`config.mk`:
```
export PLATFORM = sky130hd
export DESIGN_NAME = scif_ctrl
export DESIGN_NICKNAME = d
export VERILOG_FILES = /design/src/hdl/scif_pkg.sv /design/src/hdl/scif_relay.sv /design/src/hdl/scif_ctrl.sv
export SDC_FILE = /design/constraint.sdc
export NUM_CORES = 1
export LEC_CHECK = 0
export ABC_CLOCK_PERIOD_IN_PS = 2900
export BUFFER_PORTS_ARGS = -buffer_cell sky130_fd_sc_hd__buf_2
export CORE_UTILIZATION = 45
export DETAILED_ROUTE_END_ITERATION = 6
export SKIP_LAST_GASP = 1
export SYNTH_ARGS = -nofsm -noshare
export SYNTH_HDL_FRONTEND = slang
export SYNTH_HIERARCHICAL = 1
export SYNTH_SLANG_ARGS = --single-unit
```
`constraint.sdc`:
```
create_clock -name clk -period 2.9 [get_ports clk]
set_input_delay 0.29 -clock clk [delete_from_list [all_inputs] [get_ports clk]]
set_output_delay 0.29 -clock clk [all_outputs]
set_load 0.005 [all_outputs]
```
`src/hdl/scif_pkg.sv`:
```
package scif_pkg;
   // ==========================================
   // pin sampling
   localparam int NPIN = 14;
   localparam int P_CS = 0;
   localparam int P_CMD = 1;
   localparam int P_RSTQ = 2;
   localparam int P_CV = 3;
   localparam int P_CSEL = 4;
   localparam int P_DIVA = 5;
   localparam int P_DIVB = 6;
   localparam int P_STB = 7;
   localparam int P_MODE = 8;
   localparam int P_CARD_PRESENT_N = 9;
   localparam int P_UP = 10;
   localparam int P_LOW = 11;
   localparam int P_OC = 12;
   localparam int P_OH = 13;
   // control inputs held by chip select, pins P_CMD..P_MODE
   localparam int NCTL = 8;
   localparam logic [NPIN-1:0] PIN_RST = 14'h0b03;
   // ==========================================
   // timing
   localparam int CLK_HZ = 10000000;
   localparam int CLK_NS = 100;
   localparam int TD_MIN_NS = 50;
   localparam int TD_MAX_NS = 400;
   localparam int TD_CYC = (TD_MIN_NS + CLK_NS - 1) / CLK_NS;
   localparam int ALARM_MS = 10;
   localparam int ALARM_CYC = ALARM_MS * (CLK_HZ / 1000);
   localparam int SLOW_OSC_HZ = 32000;
   localparam int SLOW_HALF_CYC = CLK_HZ / SLOW_OSC_HZ;
   localparam logic [8:0] SLOW_LAST = 9'(SLOW_HALF_CYC - 1);
   localparam logic [6:0] WAKE_CLKS = 7'h60;
   localparam int HALF_T_CYC = 64;
   localparam logic [6:0] HALF_T_LAST = 7'(HALF_T_CYC - 1);
   // ==========================================
   // sequencer steps in half units of T
   localparam logic [3:0] ACT_VCC = 4'h3;
   localparam logic [3:0] ACT_LINES = 4'h8;
   localparam logic [3:0] ACT_RST = 4'he;
   localparam logic [3:0] DEA_CLK = 4'h1;
   localparam logic [3:0] DEA_LINES = 4'h2;
   localparam logic [3:0] DEA_VCC = 4'h3;
   localparam logic [3:0] DEA_END = 4'ha;
   // ==========================================
   // operating modes
   typedef enum logic [5:0] {
      ST_IDLE = 6'h01,
      ST_SLEEP = 6'h02,
      ST_WAKE = 6'h04,
      ST_ACT = 6'h08,
      ST_ON = 6'h10,
      ST_DEACT = 6'h20
   } scif_st_t;
endpackage : scif_pkg

```
`src/hdl/scif_relay.sv`:
```
`timescale 1ns/100ps
`default_nettype none
module scif_relay (
   input wire logic clk,
   input wire logic rst_n,
   input wire logic a_in,
   input wire logic b_in,
   input wire logic a_en,
   input wire logic b_en,
   output logic a_out,
   output logic a_oe,
   output logic b_out,
   output logic b_oe
);
   typedef enum logic [5:0] {
      RL_IDLE = 6'h01,
      RL_AM = 6'h02,
      RL_BM = 6'h04,
      RL_ABST = 6'h08,
      RL_BBST = 6'h10,
      RL_CONF = 6'h20
   } scif_rl_t;
   localparam int TD_CYC = scif_pkg::TD_CYC;
   // ==========================================
   // sampling
   logic [1:0] s1_r, s2_r, s3_r, lv_r, pv_r;
   always_ff @(posedge clk or negedge rst_n) begin
      if (!rst_n) begin
         s1_r <= 2'h3;
         s2_r <= 2'h3;
         s3_r <= 2'h3;
         lv_r <= 2'h3;
         pv_r <= 2'h3;
      end else begin
         s1_r <= {b_in, a_in};
         s2_r <= s1_r;
         s3_r <= s2_r;
         lv_r <= (s2_r & s3_r) | (lv_r & (s2_r ^ s3_r));
         pv_r <= lv_r;
      end
   end
   logic fall_a, fall_b, live;
   assign fall_a = pv_r[0] & ~lv_r[0];
   assign fall_b = pv_r[1] & ~lv_r[1];
   assign live = a_en & b_en;
   // ==========================================
   // direction
   scif_rl_t st_r, st_nxt;
   logic [3:0] bst_r;
   always_comb begin
      st_nxt = st_r;
      case (st_r)
         RL_IDLE: begin
            if (fall_a && fall_b) st_nxt = RL_CONF;
            else if (fall_a) st_nxt = RL_AM;
            else if (fall_b) st_nxt = RL_BM;
         end
         RL_AM: if (lv_r[0]) st_nxt = RL_ABST;
         RL_BM: if (lv_r[1]) st_nxt = RL_BBST;
         RL_ABST: if (bst_r == 4'(TD_CYC - 1)) st_nxt = RL_IDLE;
         RL_BBST: if (bst_r == 4'(TD_CYC - 1)) st_nxt = RL_IDLE;
         RL_CONF: if (lv_r == 2'h3) st_nxt = RL_IDLE;
         default: st_nxt = RL_IDLE;
      endcase
      if (!live) st_nxt = RL_IDLE;
   end
   always_ff @(posedge clk or negedge rst_n) begin
      if (!rst_n) begin
         st_r <= RL_IDLE;
         bst_r <= 4'h0;
      end else begin
         st_r <= st_nxt;
         bst_r <= (st_nxt == st_r) ? bst_r + 4'h1 : 4'h0;
      end
   end
   // ==========================================
   // line drive
   always_ff @(posedge clk or negedge rst_n) begin
      if (!rst_n) begin
         a_out <= 1'b0;
         a_oe <= 1'b0;
         b_out <= 1'b0;
         b_oe <= 1'b1;
      end else begin
         a_oe <= a_en & ((st_nxt == RL_BM) | (st_nxt == RL_BBST));
         a_out <= st_nxt == RL_BBST;
         b_oe <= ~b_en | (st_nxt == RL_AM) | (st_nxt == RL_ABST);
         b_out <= b_en & (st_nxt == RL_ABST);
      end
   end
endmodule : scif_relay
`default_nettype wire

```
`src/hdl/scif_ctrl.sv`:
```
`timescale 1ns/100ps
`default_nettype none
// Behaviour
// sequencer waits for supply; low supply deactivates
// select high: inputs govern, lines mirror, fault driven
// select low: inputs held, lines cut, fault floats
// retriggerable alarm pulse at least 10 ms
// alarm delay from upper crossing; drop reasserts
// strobe clocks card when source select high
// rc ratio gives half internal on both clocks
// crystal ratios: /4, /2, stop; host gets crystal
// sleep stops card clock; host clock slowed
// host keeps strobe stable during activation
// host keeps clock source fixed during activation
// first falling side becomes master, other blocked
// master low reaches slave within transfer delay
// slave driven high one delay, then idle
// conflict lines released once both sides high
// line toggling stays at or below 200 kHz
// reset gives idle, contacts off, host lines floating
// mode low means sleep, no activation
// active session deactivates fully before sleeping
// wake waits 96 slow host clocks
// sleep keeps supervisor, alarm, presence, fault alive
// power request low starts activation from idle
// lines low until 4T; reset follows from 7T
// deactivation counts down reset, clock, lines, supply
// fault pulls interrupt low, released per card presence
// T from clock count; inputs synchronised
module scif_ctrl #(
   parameter int ALARM_CYC = scif_pkg::ALARM_CYC
) (
   input wire logic clk,
   input wire logic rst_n,
   input wire logic unit_select,
   input wire logic card_power_request_n,
   input wire logic card_reset_request,
   input wire logic card_voltage_select,
   input wire logic card_clock_source_sel,
   input wire logic clock_ratio_sel_a,
   input wire logic clock_ratio_sel_b,
   input wire logic strobe_in,
   input wire logic mode_in,
   input wire logic card_present_n,
   input wire logic supply_above_upper,
   input wire logic supply_below_lower,
   input wire logic overcurrent_in,
   input wire logic overheat_in,
   input wire logic host_data_line_in,
   output logic host_data_line_out,
   output logic host_data_line_oe,
   input wire logic host_aux_line_a_in,
   output logic host_aux_line_a_out,
   output logic host_aux_line_a_oe,
   input wire logic host_aux_line_b_in,
   output logic host_aux_line_b_out,
   output logic host_aux_line_b_oe,
   input wire logic card_data_line_in,
   output logic card_data_line_out,
   output logic card_data_line_oe,
   input wire logic card_aux_line_a_in,
   output logic card_aux_line_a_out,
   output logic card_aux_line_a_oe,
   input wire logic card_aux_line_b_in,
   output logic card_aux_line_b_out,
   output logic card_aux_line_b_oe,
   output logic host_clock_out,
   output logic card_clock_out,
   output logic card_reset_out,
   output logic card_supply_on,
   output logic card_voltage_high,
   output logic converter_on,
   output logic alarm_out,
   output logic fault_irq_out,
   output logic fault_irq_oe
);
   localparam int ALW = $clog2(ALARM_CYC + 1);
   // ==========================================
   // pin sampling, change taken when stages agree
   logic [scif_pkg::NPIN-1:0] raw, s1_r, s2_r, s3_r, pin_r;
   assign raw = {overheat_in, overcurrent_in, supply_below_lower,
      supply_above_upper, card_present_n, mode_in, strobe_in,
      clock_ratio_sel_b, clock_ratio_sel_a, card_clock_source_sel,
      card_voltage_select, card_reset_request, card_power_request_n,
      unit_select};
   always_ff @(posedge clk or negedge rst_n) begin
      if (!rst_n) begin
         s1_r <= scif_pkg::PIN_RST;
         s2_r <= scif_pkg::PIN_RST;
         s3_r <= scif_pkg::PIN_RST;
         pin_r <= scif_pkg::PIN_RST;
      end else begin
         s1_r <= raw;
         s2_r <= s1_r;
         s3_r <= s2_r;
         pin_r <= (s2_r & s3_r) | (pin_r & (s2_r ^ s3_r));
      end
   end
   logic cs;
   assign cs = pin_r[scif_pkg::P_CS];
   // ==========================================
   // control inputs held while deselected
   logic [scif_pkg::NCTL-1:0] ctl_r;
   always_ff @(posedge clk or negedge rst_n) begin
      if (!rst_n) begin
         ctl_r <= scif_pkg::PIN_RST[scif_pkg::P_MODE:scif_pkg::P_CMD];
      end else if (cs) begin
         ctl_r <= pin_r[scif_pkg::P_MODE:scif_pkg::P_CMD];
      end
   end
   logic cmd_n, rst_req, cv_sel, clk_src, div_a, div_b, stb, mode;
   assign cmd_n = ctl_r[scif_pkg::P_CMD-1];
   assign rst_req = ctl_r[scif_pkg::P_RSTQ-1];
   assign cv_sel = ctl_r[scif_pkg::P_CV-1];
   assign clk_src = ctl_r[scif_pkg::P_CSEL-1];
   assign div_a = ctl_r[scif_pkg::P_DIVA-1];
   assign div_b = ctl_r[scif_pkg::P_DIVB-1];
   assign stb = ctl_r[scif_pkg::P_STB-1];
   assign mode = ctl_r[scif_pkg::P_MODE-1];
   logic card_present_n_n, up, low, oc, oh;
   assign card_present_n_n = pin_r[scif_pkg::P_CARD_PRESENT_N];
   assign up = pin_r[scif_pkg::P_UP];
   assign low = pin_r[scif_pkg::P_LOW];
   assign oc = pin_r[scif_pkg::P_OC];
   assign oh = pin_r[scif_pkg::P_OH];
   // ==========================================
   // supply supervisor and alarm
   logic up_d_r, supply_ok_r, alarm_load, alarm_now;
   logic [ALW-1:0] alarm_cnt_r;
   assign alarm_load = low | (up & ~up_d_r);
   assign alarm_now = alarm_load | (alarm_cnt_r != '0);
   always_ff @(posedge clk or negedge rst_n) begin
      if (!rst_n) begin
         up_d_r <= 1'b0;
         supply_ok_r <= 1'b0;
      end else begin
         up_d_r <= up;
         if (low) supply_ok_r <= 1'b0;
         else if (up) supply_ok_r <= 1'b1;
      end
   end
   always_ff @(posedge clk or negedge rst_n) begin
      if (!rst_n) begin
         alarm_cnt_r <= ALW'(ALARM_CYC);
         alarm_out <= 1'b1;
      end else begin
         if (alarm_load) alarm_cnt_r <= ALW'(ALARM_CYC);
         else if (alarm_cnt_r != '0) alarm_cnt_r <= alarm_cnt_r - 1'b1;
         alarm_out <= alarm_now;
      end
   end
   // ==========================================
   // oscillators
   logic [2:0] div_r;
   logic [8:0] slow_cnt_r;
   logic slow_clk_r, slow_rise;
   assign slow_rise = (slow_cnt_r == scif_pkg::SLOW_LAST) & ~slow_clk_r;
   always_ff @(posedge clk or negedge rst_n) begin
      if (!rst_n) begin
         div_r <= 3'h0;
         slow_cnt_r <= 9'h000;
         slow_clk_r <= 1'b0;
      end else begin
         div_r <= div_r + 3'h1;
         if (slow_cnt_r == scif_pkg::SLOW_LAST) begin
            slow_cnt_r <= 9'h000;
            slow_clk_r <= ~slow_clk_r;
         end else begin
            slow_cnt_r <= slow_cnt_r + 9'h001;
         end
      end
   end
   // ==========================================
   // mode machine
   scif_pkg::scif_st_t st_r, st_nxt;
   logic [6:0] seq_cnt_r, wake_cnt_r;
   logic [3:0] step_r;
   logic fault_r, fault_evt, deact_req, in_session;
   assign in_session = (st_r == scif_pkg::ST_ACT) | (st_r == scif_pkg::ST_ON);
   assign fault_evt = in_session & (oc | oh | card_present_n_n | low);
   assign deact_req = cmd_n | ~mode | fault_evt | alarm_now | ~supply_ok_r;
   always_comb begin
      st_nxt = st_r;
      case (st_r)
         scif_pkg::ST_IDLE: begin
            if (!mode) begin
               st_nxt = scif_pkg::ST_SLEEP;
            end else if (!cmd_n && supply_ok_r && !alarm_now && !fault_r) begin
               st_nxt = scif_pkg::ST_ACT;
            end
         end
         scif_pkg::ST_SLEEP: if (mode) st_nxt = scif_pkg::ST_WAKE;
         scif_pkg::ST_WAKE: begin
            if (!mode) st_nxt = scif_pkg::ST_SLEEP;
            else if (wake_cnt_r == scif_pkg::WAKE_CLKS) st_nxt = scif_pkg::ST_IDLE;
         end
         scif_pkg::ST_ACT: begin
            if (deact_req) st_nxt = scif_pkg::ST_DEACT;
            else if (step_r == scif_pkg::ACT_RST) st_nxt = scif_pkg::ST_ON;
         end
         scif_pkg::ST_ON: if (deact_req) st_nxt = scif_pkg::ST_DEACT;
         scif_pkg::ST_DEACT: begin
            if (step_r == scif_pkg::DEA_END) begin
               st_nxt = mode ? scif_pkg::ST_IDLE : scif_pkg::ST_SLEEP;
            end
         end
         default: st_nxt = scif_pkg::ST_IDLE;
      endcase
   end
   always_ff @(posedge clk or negedge rst_n) begin
      if (!rst_n) begin
         st_r <= scif_pkg::ST_IDLE;
      end else begin
         st_r <= st_nxt;
      end
   end
   // ==========================================
   // sequencer time base in half units of T
   always_ff @(posedge clk or negedge rst_n) begin
      if (!rst_n) begin
         seq_cnt_r <= 7'h00;
         step_r <= 4'h0;
      end else if (st_nxt != st_r) begin
         seq_cnt_r <= 7'h00;
         step_r <= 4'h0;
      end else if (seq_cnt_r == scif_pkg::HALF_T_LAST) begin
         seq_cnt_r <= 7'h00;
         if (step_r != 4'hf) step_r <= step_r + 4'h1;
      end else begin
         seq_cnt_r <= seq_cnt_r + 7'h01;
      end
   end
   always_ff @(posedge clk or negedge rst_n) begin
      if (!rst_n) begin
         wake_cnt_r <= 7'h00;
      end else if (st_r != scif_pkg::ST_WAKE) begin
         wake_cnt_r <= 7'h00;
      end else if (slow_rise && wake_cnt_r != scif_pkg::WAKE_CLKS) begin
         wake_cnt_r <= wake_cnt_r + 7'h01;
      end
   end
   // ==========================================
   // card contacts
   logic lines_en_r, clk_run_r;
   always_ff @(posedge clk or negedge rst_n) begin
      if (!rst_n) begin
         converter_on <= 1'b0;
         card_supply_on <= 1'b0;
         lines_en_r <= 1'b0;
         clk_run_r <= 1'b0;
         card_reset_out <= 1'b0;
         card_voltage_high <= 1'b0;
      end else begin
         case (st_r)
            scif_pkg::ST_ACT: begin
               converter_on <= 1'b1;
               card_supply_on <= step_r >= scif_pkg::ACT_VCC;
               lines_en_r <= step_r >= scif_pkg::ACT_LINES;
               if (step_r >= scif_pkg::ACT_LINES && rst_req) clk_run_r <= 1'b1;
               card_reset_out <= 1'b0;
            end
            scif_pkg::ST_ON: begin
               converter_on <= 1'b1;
               card_supply_on <= 1'b1;
               lines_en_r <= 1'b1;
               clk_run_r <= 1'b1;
               card_reset_out <= ~rst_req;
            end
            scif_pkg::ST_DEACT: begin
               card_reset_out <= 1'b0;
               clk_run_r <= clk_run_r & (step_r < scif_pkg::DEA_CLK);
               lines_en_r <= lines_en_r & (step_r < scif_pkg::DEA_LINES);
               card_supply_on <= card_supply_on & (step_r < scif_pkg::DEA_VCC);
               converter_on <= step_r < scif_pkg::DEA_END;
            end
            default: begin
               converter_on <= 1'b0;
               card_supply_on <= 1'b0;
               lines_en_r <= 1'b0;
               clk_run_r <= 1'b0;
               card_reset_out <= 1'b0;
               card_voltage_high <= cv_sel;
            end
         endcase
      end
   end
   // ==========================================
   // clock outputs
   logic card_src, sleepy;
   assign sleepy = (st_r == scif_pkg::ST_SLEEP) | (st_r == scif_pkg::ST_WAKE);
   always_comb begin
      card_src = 1'b0;
      if (clk_src) card_src = stb;
      else if (div_a && !div_b) card_src = div_r[1];
      else if (!div_a && !div_b) card_src = div_r[2];
      else if (!div_a && div_b) card_src = div_r[1];
      else card_src = 1'b0;
   end
   always_ff @(posedge clk or negedge rst_n) begin
      if (!rst_n) begin
         card_clock_out <= 1'b0;
         host_clock_out <= 1'b0;
      end else begin
         card_clock_out <= clk_run_r & ~sleepy & card_src;
         if (sleepy) host_clock_out <= slow_clk_r;
         else if (!clk_src && div_a && !div_b) host_clock_out <= div_r[1];
         else host_clock_out <= div_r[0];
      end
   end
   // ==========================================
   // fault interrupt
   always_ff @(posedge clk or negedge rst_n) begin
      if (!rst_n) begin
         fault_r <= 1'b0;
         fault_irq_out <= 1'b0;
         fault_irq_oe <= 1'b0;
      end else begin
         if (fault_evt) fault_r <= 1'b1;
         else if (st_r == scif_pkg::ST_IDLE && !card_present_n_n && cmd_n) fault_r <= 1'b0;
         fault_irq_out <= 1'b0;
         fault_irq_oe <= (fault_r | fault_evt) & cs;
      end
   end
   // ==========================================
   // line relays
   logic [2:0] h_in, c_in, h_out, h_oe, c_out, c_oe;
   assign h_in = {host_aux_line_b_in, host_aux_line_a_in, host_data_line_in};
   assign c_in = {card_aux_line_b_in, card_aux_line_a_in, card_data_line_in};
   genvar g;
   generate
      for (g = 0; g < 3; g++) begin : g_line
         scif_relay u_relay (
            .clk(clk),
            .rst_n(rst_n),
            .a_in(h_in[g]),
            .b_in(c_in[g]),
            .a_en(cs),
            .b_en(lines_en_r),
            .a_out(h_out[g]),
            .a_oe(h_oe[g]),
            .b_out(c_out[g]),
            .b_oe(c_oe[g])
         );
      end
   endgenerate
   assign host_data_line_out = h_out[0];
   assign host_data_line_oe = h_oe[0];
   assign host_aux_line_a_out = h_out[1];
   assign host_aux_line_a_oe = h_oe[1];
   assign host_aux_line_b_out = h_out[2];
   assign host_aux_line_b_oe = h_oe[2];
   assign card_data_line_out = c_out[0];
   assign card_data_line_oe = c_oe[0];
   assign card_aux_line_a_out = c_out[1];
   assign card_aux_line_a_oe = c_oe[1];
   assign card_aux_line_b_out = c_out[2];
   assign card_aux_line_b_oe = c_oe[2];
endmodule : scif_ctrl
`default_nettype wire

```
==> key figures <==
Outcome
  • Run status: complete, no violations

Timing
  • Fin crit period: 2670 ps
  • Rel. slew slack: 56.7%
  • Final critical-path share of the clock period: 91.9%
  • Final-report setup violation count: 0
  • RSZ-0062 raised after global routing: false
  • F_max: 375 MHz
  • Fin Setup TNS: 0 ps
  • Max-slew violations: 0
  • Slew @ Worst Pin: 649 ps
  • Clk_skew: 17.4 ps
  • Endpoints failing hold: 0

Place
  • Hpwl dp: 11,900 um
  • Routability cong.: 0.853
  • Area of placed instances: 0.00975 mm2
  • Port-buffer cells: 41

CTS
  • # clock sinks: 203
  • CTS clk-pin slew, worst paths: 60 ps
  • Clk Latency, worst-skew pair: 520 ps
  • Post-cts sizing count: 0
  • CTS Hold Bufs: 21
  • Root Buffer: clkbuf_16
  • Setup bufs post-CTS: 0
  • Cts bufs inserted: 23
  • Deepest clock path buffer count: 3
  • CTS H-tree lvls: 1
  • CTS tree: built

Global route
  • Global-route wire length before repair: 30,800 um
  • Vias in the first global route: 6,334
  • Congestion Overflow GR: 0
  • Largest net degree at the start of global routing: 81
  • GR Util All Layers: 17.4%
  • Initial antenna violation count: 0

Logic synthesis
  • Most frequent cell after synthesis: dfrtp_1
  • Post-synth top area share: 36.9%
  • Synth warn: 6
  • Syn Nets: 854
  • Post-synth top cells: dfrtp_1 (137), nor2_1 (76), dfstp_2 (66), ha_1 (37), nor3_1 (28)
  • #FFs+latches synth: 203
  • FFs w/ async S/R, synth: 100%
  • Largest cells by area after synthesis: dfrtp_1 (37%), dfstp_2 (19%), ha_1 (5.0%)
  • Mapped cell area: 0.00930 mm2
  • Register area share after synthesis: 55.5%
  • Syn_area_per_cell: 11.7 um2
  • Syn Inst Count: 795
  • Top FF cell, synth: dfrtp_1
  • Post-synth EDFFs: 0
  • Synth unique cells: 83
  • Synth area leader: dfrtp_1

Critical path
  • Worst path slowest cell: or4_4
  • Crit-path cells: or4_4, nor3b_4, a211oi_1, or3b_4, o2111ai_2, buf_4, nor3_1
  • Max FO, Critical Path: 14
  • R2R depth: 7
  • CP Class: reg -> reg
  • Worst path required time: 3300 ps
  • CP startpoint kind: register
  • Critical Path End Type: register
  • Worst path bufs/invs: 1
  • CP arrival: 3060 ps
  • Worst reg2reg setup slack: 230 ps
  • R2r endpoint: step_r[2]
  • CP delay by family, top: simple AND/OR/NAND/NOR gates
  • R2R Path Start: st_r[2]
  • CP max stage delay: 630 ps

Routing
  • DRT antenna net count: 0
  • Drt pass-1 iters: 4
  • Routed vias/inst: 5.40
  • Final WL: 17,500 um
  • Met2 routed WL: 8350 um
  • Top Layer Used: met4
  • Initial DRC Count: 262
  • Wire length on met3: 653 um
  • Via count: 6,199
  • Remaining DRCs: 0
  • Wl on met1: 8150 um
  • WL/cell: 15.3 um

Power and ir drop
  • Peak VDD IR: 0.000441 V
  • PnR Total Power: 0.00716 W
  • Leak: 4.72 nW
  • Power Density: 665 mW/mm2

Floorplanning
  • Initial Utilization: 45.9%
  • FP Rows: 52
  • Die area: 0.0212 mm2
  • Core area: 0.0202 mm2
  • Die Ht: 146 um
  • Chip Width: 146 um
  • # IOs: 43

Finish
  • Post-route cell area: 0.0108 mm2
  • Util after Layout: 53.2%
  • N_diodes: 0
  • Synthesis-to-layout area growth: 15.9%
  • Ratio of cells with drive above 1 in the final layout: 23.2%
  • # nets final: 920

Worst hold path
  • HP Start: s1_r[2]
  • Hold worst-path end: s2_r[2]
  • Hold Path Depth: 0
  • HP Class: reg -> reg

Run
  • Maximum capacitance violations: 0
[sequential cells by signal (all words and copies together), names as in the netlist, 7 cells and up]
register / flops
wake_cnt_r: 7
alarm_cnt_r: 17
pin_r: 14
g_line.u_relay/st_r: 18
g_line.u_relay/bst_r: 12
slow_cnt_r: 9
ctl_r: 8
seq_cnt_r: 7
s3_r: 14
s2_r: 14
s1_r: 14
[logic make-up (layout without fill, tap and decap cells)]
group           after synthesis  in the layout  synth area share [%]
compound gates              135            135                  10.7
xor+xnor                     45             45                  4.24
fa+ha+maj                    37             37                  4.98
buf+inv                      56            139                  3.12
flops                       203            203                  55.5
mux                          14             14                  1.67
other cells                   1              1                0.0403
simple gates                304            304                  19.7
[stage by stage]
step | hold WS, ps | instances | setup slack [ps]
4_1_cts | 348 | 1148 | 229
3_3_place_gp | 332 | 1085 | 303
5_1_grt | 353 | 1148 | 51.9
2_1_floorplan | -5.59 | 795 | 634
3_5_place_dp | 335 | 1085 | 265
6_report | 347 | 1148 | 234
[worst max path at each step]
stage              startpoint      endpoint  slack, ps  depth (start not counted)
2_1_floorplan         st_r[2]  seq_cnt_r[3]        630                          7
3_3_place_gp          st_r[2]  seq_cnt_r[3]        300                          7
3_5_place_dp          st_r[2]  seq_cnt_r[3]        260                          7
4_1_cts               st_r[2]  seq_cnt_r[3]        230                          7
5_1_grt        alarm_cnt_r[0]     step_r[2]         50                          9
6_report              st_r[2]     step_r[2]        230                          7
[where the power goes]
part           internal, W  switching (W)
logic             0.000384       0.000481
registers          0.00308       0.000220
clock network      0.00184        0.00116
[cell usage in the layout, fill, tap and decap left out, drive strengths merged, types with 8 or more instances in the layout]
cell type	netlist	layout
a21o	26	26
a21oi	22	22
and3	8	8
buf	20	50
clkbuf	11	32
dfrtp	137	137
dfstp	66	66
dlygate4sd3	0	21
ha	37	37
inv	25	28
mux2	9	9
nand2	24	24
nand2b	9	9
nand3	24	24
nand4	12	12
nor2	82	82
nor2b	20	20
nor3	31	31
nor3b	11	11
nor4	27	27
o211ai	11	11
o21ai	13	13
or4	9	9
xnor2	19	19
xor2	26	26
[final cells by class]
type | count | area, um2
tap | 270 | 338
timing repair buffer | 72 | 524
clock buffer | 31 | 677
inverter | 25 | 93.8
fill | 1729 | 9460
multi-input combinational | 536 | 3840
clock inverter | 11 | 133
sequential | 203 | 5160
[layer usage]
layer,up-vias,track usage (%)
met3,30,2.76
met1,3054,23.6
met2,110,28.9
met5,-,0
li1,3005,-
met4,0,5.32
No activity file was read; power rests on OpenSTA's default activity.
